===== src/shared/sps_pkg.sv =====
package sps_pkg;

    // =========================================================
    // register map (serial control bus subaddresses)
    localparam logic [7:0] ADDR_POWER_SAVE_CONTROL = 8'h88;
    localparam logic [7:0] ADDR_SCALER_STATUS      = 8'h8f;

    // =========================================================
    // power_save_control field positions (upper half, plus lower-half scaler power-down bit 1)
    localparam int BIT_PROGRAMMED_MARKER = 4;
    localparam int BIT_SCALER_SOFT_RESET = 5;
    localparam int BIT_FIRST_CHAN_ENABLE = 6;
    localparam int BIT_SECOND_CHAN_ENABLE = 7;
    localparam int BIT_SCALER_POWER_DOWN = 1;

    // =========================================================
    // scaler_status field positions
    localparam int BIT_ST_EXP_TRI   = 7;
    localparam int BIT_ST_IMG_TRI   = 6;
    localparam int BIT_ST_FIFO_FILL = 5;
    localparam int BIT_ST_FIFO_OVF  = 4;
    localparam int BIT_ST_PROG_COPY = 3;
    localparam int BIT_ST_OF_ERR    = 2;
    localparam int BIT_ST_FID_IN    = 1;
    localparam int BIT_ST_FID_OUT   = 0;

    // =========================================================
    // reset values
    localparam logic [7:0] RESET_POWER_SAVE_CONTROL = 8'h00;
    localparam logic [2:0] RESET_SYNC               = 3'h0;

    // =========================================================
    // carriers
    typedef struct packed {
        logic       wr_en;
        logic       rd_en;
        logic [7:0] addr;
        logic [7:0] wdata;
    } sps_bus_req_t;

    typedef struct packed {
        logic fifo_almost_filled_flag;
        logic fifo_overflow_flag;
        logic output_formatter_error;
        logic scaler_input_field_id;
        logic scaler_output_field_id;
    } sps_scaler_state_t;

    typedef struct packed {
        logic scaler_hold_idle;
        logic scaler_stopped;
        logic image_port_output_enable;
        logic first_analog_channel_power_up;
        logic second_analog_channel_power_up;
    } sps_power_ctl_t;

endpackage


===== src/hdl/sps_pin_sync.sv =====
`timescale 1ns/1ns
// =========================================================
// three-stage pin synchroniser; a new level is accepted only
// when stages two and three agree, filtering a metastable bit
module sps_pin_sync (
    // clock and reset
    input  wire logic mclk,
    input  wire logic rst_n,
    // pin and clean level
    input  wire logic pin,
    output logic      level
);

    logic [2:0] stage;
    logic       next_level;

    // stage 0 is read only by stage 1
    always_ff @(posedge mclk or negedge rst_n) begin
        if (!rst_n) begin
            stage <= sps_pkg::RESET_SYNC;
        end else begin
            stage <= {stage[1:0], pin};
        end
    end

    assign next_level = (stage[1] == stage[2]) ? stage[2] : level;

    always_ff @(posedge mclk or negedge rst_n) begin
        if (!rst_n) begin
            level <= 1'b0;
        end else begin
            level <= next_level;
        end
    end

endmodule


===== src/hdl/sps_regs.sv =====
`timescale 1ns/1ns
// Contract
// - programmed marker (control bit 4) is cleared to zero on reset.
// - status bit D3 shows a copy of the programmed marker.
// - scaler soft reset bit zero holds the whole scaler path idle.
// - writing the scaler soft reset bit to one releases the scaler path.
// - first analog channel powered down when its enable is zero, else active.
// - second analog channel (control bit 7) powered down when zero, else active.
// - status D7 shows live level of expansion-port three-state pin.
// - status D6 shows live level of image-port three-state pin.
// - status D5 shows the output FIFO almost-filled flag.
// - status D4 shows the output FIFO overflow flag.
// - status D2 shows the output formatter rate-conflict error flag.
// - status D1 shows the field ID at the scaler input.
// - status D0 shows the field ID at the scaler output.
// - status reads return live values with no latching or capture.
// - scaler power-down bit one stops scaler and image-port output.
module sps_regs (
    // clock and reset
    input  wire logic                       mclk,
    input  wire logic                       rst_n,
    // serial control bus register access
    input  wire sps_pkg::sps_bus_req_t      bus_req,
    output logic [7:0]                      rdata,
    output logic                            rdata_valid,
    // lower control half held elsewhere; scaler power-down level
    input  wire logic                       scaler_power_down,
    // asynchronous pins
    input  wire logic                       expansion_port_tristate_pin,
    input  wire logic                       image_port_tristate_pin,
    // scaler internal state, same clock
    input  wire sps_pkg::sps_scaler_state_t scaler_state,
    // power and reset controls to the datapath
    output sps_pkg::sps_power_ctl_t         power_ctl,
    output logic [3:0]                      control_upper
);

    // =========================================================
    // control register (upper half) and decode
    logic [7:0] power_save_control;
    logic       ctl_write;
    logic       status_write;
    logic       ctl_read;
    logic       status_read;
    logic       exp_tri_level;
    logic       img_tri_level;
    logic [7:0] scaler_status;
    logic [7:0] next_rdata;

    assign ctl_write    = bus_req.wr_en && (bus_req.addr == sps_pkg::ADDR_POWER_SAVE_CONTROL);
    assign status_write = bus_req.wr_en && (bus_req.addr == sps_pkg::ADDR_SCALER_STATUS);
    assign ctl_read     = bus_req.rd_en && (bus_req.addr == sps_pkg::ADDR_POWER_SAVE_CONTROL);
    assign status_read  = bus_req.rd_en && (bus_req.addr == sps_pkg::ADDR_SCALER_STATUS);

    // only the upper half lives here; lower bits read as zero
    always_ff @(posedge mclk or negedge rst_n) begin
        if (!rst_n) begin
            power_save_control <= sps_pkg::RESET_POWER_SAVE_CONTROL;
        end else if (ctl_write) begin
            power_save_control <= {bus_req.wdata[7:4], sps_pkg::RESET_POWER_SAVE_CONTROL[3:0]};
        end
    end

    // status_write deliberately reaches no storage
    assign control_upper = power_save_control[7:4];

    // =========================================================
    // pin synchronisers
    sps_pin_sync u_exp_sync (
        .mclk  (mclk),
        .rst_n (rst_n),
        .pin   (expansion_port_tristate_pin),
        .level (exp_tri_level)
    );

    sps_pin_sync u_img_sync (
        .mclk  (mclk),
        .rst_n (rst_n),
        .pin   (image_port_tristate_pin),
        .level (img_tri_level)
    );

    // =========================================================
    // live status assembly; nothing captured ahead of the read
    assign scaler_status[sps_pkg::BIT_ST_EXP_TRI]   = exp_tri_level;
    assign scaler_status[sps_pkg::BIT_ST_IMG_TRI]   = img_tri_level;
    assign scaler_status[sps_pkg::BIT_ST_FIFO_FILL] = scaler_state.fifo_almost_filled_flag;
    assign scaler_status[sps_pkg::BIT_ST_FIFO_OVF]  = scaler_state.fifo_overflow_flag;
    assign scaler_status[sps_pkg::BIT_ST_PROG_COPY] =
        power_save_control[sps_pkg::BIT_PROGRAMMED_MARKER];
    assign scaler_status[sps_pkg::BIT_ST_OF_ERR]    = scaler_state.output_formatter_error;
    assign scaler_status[sps_pkg::BIT_ST_FID_IN]    = scaler_state.scaler_input_field_id;
    assign scaler_status[sps_pkg::BIT_ST_FID_OUT]   = scaler_state.scaler_output_field_id;

    // read mux; unmapped subaddresses return zero
    assign next_rdata = status_read ? scaler_status :
                        ctl_read    ? power_save_control : 8'h00;

    // sampled on the read cycle itself, so the value is that of the read moment
    always_ff @(posedge mclk or negedge rst_n) begin
        if (!rst_n) begin
            rdata       <= 8'h00;
            rdata_valid <= 1'b0;
        end else begin
            rdata       <= next_rdata;
            rdata_valid <= bus_req.rd_en;
        end
    end

    // =========================================================
    // power and reset controls
    assign power_ctl.scaler_hold_idle =
        !power_save_control[sps_pkg::BIT_SCALER_SOFT_RESET];
    assign power_ctl.scaler_stopped = scaler_power_down;
    assign power_ctl.image_port_output_enable =
        !scaler_power_down && power_save_control[sps_pkg::BIT_SCALER_SOFT_RESET];
    assign power_ctl.first_analog_channel_power_up =
        power_save_control[sps_pkg::BIT_FIRST_CHAN_ENABLE];
    assign power_ctl.second_analog_channel_power_up =
        power_save_control[sps_pkg::BIT_SECOND_CHAN_ENABLE];
endmodule


===== config.mk =====
export PLATFORM = sky130hd
export DESIGN_NAME = sps_regs
export DESIGN_NICKNAME = d
export VERILOG_FILES = /design/src/shared/sps_pkg.sv /design/src/hdl/sps_pin_sync.sv /design/src/hdl/sps_regs.sv
export SDC_FILE = /design/constraint.sdc
export NUM_CORES = 1
export LEC_CHECK = 0
export BUFFER_PORTS_ARGS = -buffer_cell sky130_fd_sc_hd__buf_4
export CORE_UTILIZATION = 41
export DETAILED_ROUTE_END_ITERATION = 8
export PLACE_DENSITY = 0.77
export SLEW_MARGIN = 25
export SYNTH_ARGS = -nofsm -noshare
export SYNTH_HDL_FRONTEND = slang
export SYNTH_SLANG_ARGS = --single-unit

===== constraint.sdc =====
create_clock -name mclk -period 1.3 [get_ports mclk]
set_clock_uncertainty 0.15 [all_clocks]
set_input_delay 0.26 -clock mclk [delete_from_list [all_inputs] [get_ports mclk]]
set_output_delay 0.26 -clock mclk [all_outputs]
set_load 0.01 [all_outputs]

; Yosys cells after proc, flatten, opt, wreduce, memory -nomap -nowiden
; Cells that the tools add are included.
[op_classes]
shifts = 0
mux = 2
n_mul = 0
reduce_logical = 6
bitwise = 0
add_sub_neg = 0
magnitude_cmp = 0
n_div = 0
eq_ne = 4
[ops]
columns = cell, n
row1 = "8-bit == test, second input constant", 2
row2 = 8-bit two-way mux, 2
row3 = 1-bit logical AND, 4
row4 = 1-bit == test, 2
row5 = 1-bit logical NOT, 2
[word_totals]
romBits = 0
latchBits = 0
in_bits = 28
output_inout_bits = 18
n_memories = 0
register_bits = 21
wordCells = 19
ramBits = 0

; Depth between registers and ports, before layout
; Gate-level depths: netlist of run 1.
[depth]
depth_word = 4
depth_mapped = 4
ltp_nobuf = 3

; Hierarchy
; Synthesis of run 1 repeated with hierarchy kept, for this count alone.
[hier_totals]
cells_unflattened = 53
area_unflattened_um2 = 758.2
[modules_own_cells]
columns = module, cells_each, instances, area_each_um2
row1 = sps_regs, 43, 1, 535.5
row2 = sps_pin_sync, 5, 2, 111.4

; Worst setup path after synthesis of run 1
; Ideal clock, no wire load.
[synth_timing]
path_kind = input port to flip-flop
from = input bus_req[8] in the netlist's numbering
to = register power_save_control[4]
required_time_ns = 1.025
path_slack_ns = -0.294
arrival_time_ns = 1.319
cell_stages = 3
cell_sequence = or4b_4 > nor3_4 > mux2_2
[synth_between]
elab_chain_cells = 2
[synth_rtl]
columns = element, line_no
row1 = "start, declared", sps_regs.sv:23  ; input wire sps_pkg::sps_bus_req_t bus_req,
row2 = 8-bit == test, sps_regs.sv:50  ; assign ctl_write = bus_req.wr_en && (bus_req.addr == sps_pkg::ADDR_POWER_SAVE_CONTROL);
row3 = 1-bit logical AND, sps_regs.sv:50
row4 = "end signal, assigned", sps_regs.sv:58  ; power_save_control <= sps_pkg::RESET_POWER_SAVE_CONTROL;
row5 = "end signal, assigned", sps_regs.sv:60  ; power_save_control <= {bus_req.wdata[7:4], sps_pkg::RESET_POWER_SAVE_CONTROL[3:0]};
row6 = "end, declared", sps_regs.sv:40  ; logic [7:0] power_save_control;
; Every way passes these cells.
; A chain may end at the register's enable or synchronous reset.

; Final worst setup path of run 1
[layout_timing]
from = input bus_req[8] in the netlist's numbering
to = register power_save_control[7]
; Same word-level chain as after synthesis.

==> results of run 1 <==
## registers in the layout, summed over array words and instances, names as in the netlist
name and cells:
rdata_valid 1, u_exp_sync.level 1, power_save_control 4, rdata 8, u_exp_sync.stage 3, u_img_sync.level 1
u_img_sync.stage 3
## cells in the final DEF, fill, tap and decap left out, drive strengths merged
master,instances
or2,1
or3,1
mux2,4
nor2,6
dfrtp,21
a22oi,4
clkbuf,3
nand2,1
and3,4
nor4b,1
buf,53
clkinvlp,1
and4,1
dlygate4sd3,4
maj3,2
nor3,1
or4b,1
inv,1
## repair_timing
action | CTS | global route
hold buffers | 4 | 0
endpoints found under the setup margin | 12 | 12
resized for setup | 7 | 4
pin swaps | 1 | 0
endpoints found under the hold margin | 24 | 0
buffers inserted | 4 | 2
## cell type report
cell class,count,area share
multi-input combinational,27,0.168
timing repair buffer,57,0.369
sequential,21,0.411
clock buffer,3,0.0176
tap,25,0.0245
inverter,1,0.00294
clock inverter,1,0.00588
## routing by layer
layer  vias up  routed length (um)  track usage
met2        25                1030        0.319
li1        294                   -            -
met4         0                  40        0.139
met1       297                 684        0.227
met5         -                   0            0
met3         4                 107       0.0560
## power by group
| part | internal (mW) | switching, mW |
|---|---|---|
| combinational | 0.113 | 0.0618 |
| clock | 0.117 | 0.209 |
| sequential | 0.676 | 0.0156 |
## per-stage QoR
stage | setup slack (ps) | std cells
global placement | -458 | 121
floorplan | -294 | 53
detailed placement | -468 | 121
global route | -150 | 135
finish | -117 | 135
CTS | -129 | 133
## final timing paths
kind	to	cells after the start	slack [ps]
min	power_save_control[6]$_DFFE_PN0P_	2	20
min in group asynchronous	rdata[6]$_DFF_PN0_	2	200
min reg2reg	u_exp_sync.stage[1]$_DFF_PN0_	0	220
max	power_save_control[7]$_DFFE_PN0P_	4	-120
max in group asynchronous	rdata[1]$_DFF_PN0_	2	590
max reg2reg	power_save_control[5]$_DFFE_PN0P_	4	-10
## kinds of logic after synthesis
family          count (synthesis)  share of synthesized area
simple gates                   17                      0.146
fa+ha+maj                       2                     0.0263
compound gates                  4                     0.0394
mux                             4                     0.0591
buf+inv                         5                     0.0394
flops                          21                      0.690
==> results.yml, run 1 <==
route:
  ant_nets: 0
  first_pass_iters: 3
  dr_total_vias: 620
  drt_iter0_drc: 11
  vias_per_cell: 4.59
  drcViolationCount: 0
  drt-total-wl_um: 1860
  wl_per_cell_um: 13.8
die:
  core_um2: 1730
  io_pins: 46
  fp.dieH_um: 45.1
  initial_core_util: 0.441
  rows: 15
  die_w_um: 45.1
  dieArea_um2: 2030
synth:
  avgSynthCellArea_um2: 14.4
  synthesis.nets: 81
  yosys.area.top_type: "dfrtp_1"
  synthDistinctLibCells: 16
  yosys_warnings: 0
  synthTopCellsByCount: "dfrtp_1 (21), nor2_1 (6), a22oi_1 (4), and3_1 (4), mux2_2 (4)"
  yosysTopAreaCellShare: 0.690
  synthFlopType: "dfrtp_1"
  syn_inst: 53
  synthesis.area_um2: 762
  async_flop_share: 1.00
  synthTopCellsByArea: "dfrtp_1 (69%), mux2_2 (5.9%), a22oi_1 (3.9%)"
  synth-seq-area-share: 0.690
  synth.most_common_cell: "dfrtp_1"
  synth_edf_count: 0
  ys_seq_elements: 21
critical_path:
  slowest_stage: "or4b_4"
  path_class: "in2reg"
  cp-start-kind: "input port"
  critPathMaxFanout: 4
  r2r_start: "power_save_control[5]$_DFFE_PN0P_"
  cp-end-kind: "flip-flop"
  cp.required_ps: 1360
  worstPathCellList: "buf_6 -> or4b_4 -> nor3_4 -> mux2_2"
  crit_buf_inv: 1
  cp_slowest_stage_delay_ps: 530
  cp_top_family: "simple AND/OR/NAND/NOR gates"
  critPathLaunch: "bus_req[8]"
  cp.arrival_ps: 1480
placement:
  portBuffers: 41
  dp_hpwl_um: 1300
  dpl_cell_area_um2: 1120
  gp_congestion: 0.662
timing:
  fin_crit_sh: 1.09
  tns_ps: -603
  hold_violations: 0
  finalWorstSetupSlack_ps: -117
  finalMaxSlewViolations: 0
  slew_headroom: 0.815
  fin_crit_ps: 1420
  timing.fmax_ghz: 0.706
  finalSetupViolCount: 11
  hold_ws_ps: 23.6
  rsz0062_at_grt: "true"
  worst_pin_slew_ps: 273
layout:
  multi_input_area_um2: 215
  layout.nets: 139
  design_area_um2: 1280
  syn2layout_area_growth_pct: 67.7
  num-fill-cells: 132
  fin_util: 0.740
  seq_area_um2: 526
  num_antenna_cells: 0
  drive_above_1_share: 0.600
global_routing:
  track_usage: 0.198
  grt_max_degree: 22
  grt_pass1_vias: 601
  antenna_found_initial: 0
  overflow: 0
  grt_pass1_wl_um: 2660
power:
  power.density_nw_per_um2: 934
  p_total_mw: 1.19
  vdd_drop_max_mv: 0.731
  p_leak_nw: 0.661
cts:
  insertion_delay_ps: 310
  path_clk_slew_ps: 120
  htreeDepth: 1
  cts_root_buf: "clkbuf_4"
  cts.sinks: 21
  numCtsBuffers: 3
  cts_tree: "done"
  cts_buffer_depth: 2
status:
  violations: "negative setup slack"
  status: "finished, violations left"
hold_path:
  hold_start: "bus_req[6]"
  min_path_type: "in2reg"
job:
  maxCapViolations: 0
No activity file was read; power rests on OpenSTA's default activity.
==> run 2: changes to the inputs <==
--- a/config.mk
+++ b/config.mk
@@ -6,6 +6,7 @@
 export NUM_CORES = 1
 export LEC_CHECK = 0
 export BUFFER_PORTS_ARGS = -buffer_cell sky130_fd_sc_hd__buf_4
+export CORE_MARGIN = 2
 export CORE_UTILIZATION = 41
 export DETAILED_ROUTE_END_ITERATION = 8
 export PLACE_DENSITY = 0.77
==> constraint.sdc (replaced) <==
create_clock -name mclk -period 1.3 [get_ports mclk]
set_clock_uncertainty 0.15 [all_clocks]
set_input_delay 0.26 -clock mclk [delete_from_list [all_inputs] [get_ports mclk]]
set_output_delay 0.26 -clock mclk [all_outputs]
set_load 0.005 [all_outputs]
==> results.yml, run 2 (synthesis results as in run 1) <==
power:
  p_total_mw: 1.16
  power.density_nw_per_um2: 924
  vdd_drop_max_mv: 0.579
  p_leak_nw: 0.654
status:
  status: "finished, violations left"
  violations: "negative setup slack"
route:
  wl_met3_um: 106
  dr_total_vias: 611
  drcViolationCount: 0
  first_pass_iters: 2
  drt_iter0_drc: 3
  met1_length_um: 694
  wl_per_cell_um: 13.2
  drt-total-wl_um: 1770
  vias_per_cell: 4.56
  ant_nets: 0
  wl_met2_um: 930
  top_layer: "met4"
critical_path:
  path_class: "in2reg"
  cp-end-kind: "flip-flop"
  worstReg2RegEnd: "power_save_control[6]$_DFFE_PN0P_"
  reg2regPathDepth: 3
  critPathMaxFanout: 4
  rrSetupSlack_ps: 80
  cp.required_ps: 1350
  cp.arrival_ps: 1480
  cp-start-kind: "input port"
  r2r_start: "power_save_control[6]$_DFFE_PN0P_"
hold_path:
  min_path_type: "in2reg"
  holdPathStages: 2
  hold_start: "bus_req[7]"
  holdPathEnd: "power_save_control[7]$_DFFE_PN0P_"
global_routing:
  grt_pass1_wl_um: 2500
  track_usage: 0.172
  grt_pass1_vias: 526
  overflow: 0
  grt_max_degree: 22
  antenna_found_initial: 0
timing:
  fin_crit_sh: 1.10
  rsz0062_at_grt: "true"
  timing.fmax_ghz: 0.700
  fin_crit_ps: 1430
  finalMaxSlewViolations: 0
  finalSetupViolCount: 6
  worst_pin_slew_ps: 299
  slew_headroom: 0.798
  tns_ps: -555
  finalWorstSetupSlack_ps: -129
  hold_violations: 0
cts:
  insertion_delay_ps: 300
  path_clk_slew_ps: 110
  htreeDepth: 1
  cts.sinks: 21
  numCtsBuffers: 3
  cts_tree: "done"
  cts_buffer_depth: 2
  cts_root_buf: "clkbuf_4"
die:
  die_w_um: 47.1
  rows: 15
  dieArea_um2: 2220
  initial_core_util: 0.437
  io_pins: 46
  core_um2: 1750
  fp.dieH_um: 47.1
placement:
  dp_hpwl_um: 1270
  portBuffers: 41
  gp_congestion: 0.669
  pre_cts_ws_ps: -465
  numPlacedInstances: 121
layout:
  largest_reg_flops: 8
  syn2layout_area_growth_pct: 65.2
  instances_no_fill: 134
  layout.nets: 138
  reg_top3: "rdata: 8 flops, power_save_control: 4 flops"
  num_antenna_cells: 0
  num-fill-cells: 128
  top_register: "rdata"
  multi_input_area_um2: 215
  layout_commonest_cell: "buf_4"
  final_cell_mix: "buf_4 (45), dfrtp_1 (21), buf_6 (7)"
  drive_above_1_share: 0.587
  seq_area_um2: 526
job:
  maxCapViolations: 0
==> run 2: final cells by class <==
class / count / share of cell area
Sequential cell: 21 / 0.417
Timing Repair Buffer: 56 / 0.363
Multi-Input combinational cell: 27 / 0.171
Tap cell: 25 / 0.0249
Clock buffer: 4 / 0.0209
Inverter: 1 / 0.00298
==> run 2: critical path, stage by stage <==
cell and delay, ps:
buf_6 90, or4b_4 540, nor3_4 230, mux2_2 360
==> run 2: timing repair <==
action / 4_1_cts / 5_1_grt
resized for setup: 4 / 5
hold buffers: 4 / 0
setup endpoints to repair: 12 / 11
buffers inserted: 4 / 1
pin swaps: 1 / 0
endpoints found under the hold margin: 24 / 0
cloned: 0 / 0
==> run 2: worst max path at each step <==
| stage | from | to | slack, ps |
|---|---|---|---|
| finish | bus_req[8] | power_save_control[4]$_DFFE_PN0P_ | -130 |
| global route | bus_req[8] | power_save_control[5]$_DFFE_PN0P_ | -150 |
| CTS | bus_req[8] | power_save_control[7]$_DFFE_PN0P_ | -120 |
| detailed placement | bus_req[8] | power_save_control[7]$_DFFE_PN0P_ | -460 |
| global placement | bus_req[8] | power_save_control[6]$_DFFE_PN0P_ | -450 |
| floorplan | bus_req[8] | power_save_control[4]$_DFFE_PN0P_ | -290 |
==> run 2: per-stage QoR <==
stage / hold WS (ps) / utilization / area (um2)
global route: 13.7 / 0.721 / 1260
CTS: 16.8 / 0.706 / 1230
floorplan: -186 / - / 767
finish: 27.3 / 0.721 / 1260
detailed placement: 1.14 / 0.644 / 1120
global placement: -1.14 / 0.644 / 1120
==> run 2: power breakdown <==
| group | switching [mW] | internal, mW | total (mW) |
|---|---|---|---|
| clock network | 0.193 | 0.120 | 0.312 |
| registers | 0.0140 | 0.676 | 0.690 |
| logic | 0.0516 | 0.109 | 0.161 |
==> run 2: layer usage <==
layer  up-vias  GRT usage
met2        22      0.260
met3         5     0.0500
li1        292          -
met5         -          0
met1       292      0.227
met4         0     0.0833
==> run 3: changes to the inputs <==
--- a/config.mk
+++ b/config.mk
@@ -7,9 +7,8 @@
 export LEC_CHECK = 0
 export BUFFER_PORTS_ARGS = -buffer_cell sky130_fd_sc_hd__buf_4
 export CORE_MARGIN = 2
-export CORE_UTILIZATION = 41
+export CORE_UTILIZATION = 30
 export DETAILED_ROUTE_END_ITERATION = 8
-export PLACE_DENSITY = 0.77
 export SLEW_MARGIN = 25
 export SYNTH_ARGS = -nofsm -noshare
 export SYNTH_HDL_FRONTEND = slang
==> results.yml, run 3 (synthesis results as in run 1) <==
route:
  dr_total_vias: 607
  first_pass_iters: 4
  drt_iter0_drc: 5
  drt-total-wl_um: 1660
  ant_nets: 0
  wl_per_cell_um: 12.0
  vias_per_cell: 4.37
  drcViolationCount: 0
cts:
  htreeDepth: 1
  cts_root_buf: "clkbuf_4"
  cts_tree: "done"
  cts.sinks: 21
  numCtsBuffers: 3
  cts_buffer_depth: 2
  insertion_delay_ps: 290
  path_clk_slew_ps: 110
placement:
  dp_hpwl_um: 1260
  pre_cts_ws_ps: -490
  dpl_cell_area_um2: 1130
  gp_congestion: 0.676
  numPlacedInstances: 126
  portBuffers: 41
timing:
  finalMaxSlewViolations: 0
  fin_crit_sh: 1.12
  finalWorstSetupSlack_ps: -158
  finalSetupViolCount: 5
  tns_ps: -667
  hold_violations: 0
  timing.fmax_ghz: 0.686
  worst_pin_slew_ps: 257
  rsz0062_at_grt: "true"
  fin_crit_ps: 1460
  slew_headroom: 0.826
die:
  initial_core_util: 0.313
  fp.dieH_um: 54.4
  io_pins: 46
  dieArea_um2: 2960
  die_w_um: 54.4
  rows: 18
  core_um2: 2430
layout:
  num-fill-cells: 229
  largest_reg_flops: 8
  reg_top3: "rdata: 8 flops, power_save_control: 4 flops"
  layout.nets: 138
  syn2layout_area_growth_pct: 67.0
  layout_commonest_cell: "buf_4"
  drive_above_1_share: 0.587
  num_antenna_cells: 0
  top_register: "rdata"
  final_cell_mix: "buf_4 (43), dfrtp_1 (21), buf_6 (9)"
  fin_util: 0.523
  design_area_um2: 1270
  instances_no_fill: 139
critical_path:
  cp_top_family: "simple AND/OR/NAND/NOR gates"
  cp-start-kind: "input port"
  cp.required_ps: 1340
  crit_buf_inv: 1
  path_class: "in2reg"
  critPathMaxFanout: 4
  slowest_stage: "or4b_4"
  cp_slowest_stage_delay_ps: 540
  r2r_start: "power_save_control[5]$_DFFE_PN0P_"
  cp.arrival_ps: 1500
  critPathLaunch: "bus_req[8]"
  cp-end-kind: "flip-flop"
  worstPathCellList: "buf_6 -> or4b_4 -> nor3_4 -> mux2_2"
global_routing:
  grt_pass1_vias: 592
  grt_pass1_wl_um: 2580
  grt_max_degree: 22
  overflow: 0
  track_usage: 0.127
  antenna_found_initial: 0
status:
  status: "finished, violations left"
  violations: "negative setup slack"
job:
  maxCapViolations: 0
hold_path:
  hold_start: "bus_req[5]"
  min_path_type: "in2reg"
power:
  power.density_nw_per_um2: 906
  p_leak_nw: 0.656
  vdd_drop_max_mv: 0.470
[run 3: cell counts in the layout (fill, tap and decap cells not counted)]
Identical to the previous run, type by type.
[run 3: final timing paths]
path,to,slack [ps],cells after the start
min in group asynchronous,u_img_sync.stage[1]$_DFF_PN0_,210,2
min,power_save_control[5]$_DFFE_PN0P_,40,2
max,power_save_control[4]$_DFFE_PN0P_,-160,4
max reg2reg,rdata[5]$_DFF_PN0_,130,4
max in group asynchronous,rdata_valid$_DFF_PN0_,580,2
min reg2reg,u_exp_sync.stage[1]$_DFF_PN0_,210,0
[run 3: metal layers]
metal	track usage	share of wire	vias to the layer above
met5	0	0	-
met2	0.199	0.49	30
li1	-	-	294
met1	0.153	0.41	279
met3	0.0301	0.079	4
met4	0.0917	0.023	0
[run 3: timing repair]
| item | CTS | global route |
|---|---|---|
| endpoints found under the hold margin | 24 | 0 |
| hold buffers | 4 | 0 |
| resized for setup | 5 | 6 |
| pin swaps | 1 | 0 |
| endpoints found under the setup margin | 9 | 12 |
| cloned | 0 | 0 |
| setup buffers | 3 | 2 |
[run 3: cell type report]
class	count	area, um2	share of cell area
timing repair buffer	56	464	0.365
multi-input combinational	27	215	0.169
inverter	1	3.75	0.00295
clock buffer	4	26.3	0.0206
sequential	21	526	0.413
tap	30	37.5	0.0295
[run 3: stage by stage]
stage          total power, mW  hold WS [ps]
2_1_floorplan            0.733          -186
3_3_place_gp             0.834         0.718
3_5_place_dp             0.837          2.46
4_1_cts                   1.16          32.8
5_1_grt                   1.22          26.8
6_report                  1.15          42.5
[run 3: report_power, final]
group | internal (mW) | leakage (nW) | switching, mW
registers | 0.676 | 0.272 | 0.0152
logic | 0.111 | 0.370 | 0.0514
clock network | 0.119 | 0.0150 | 0.180
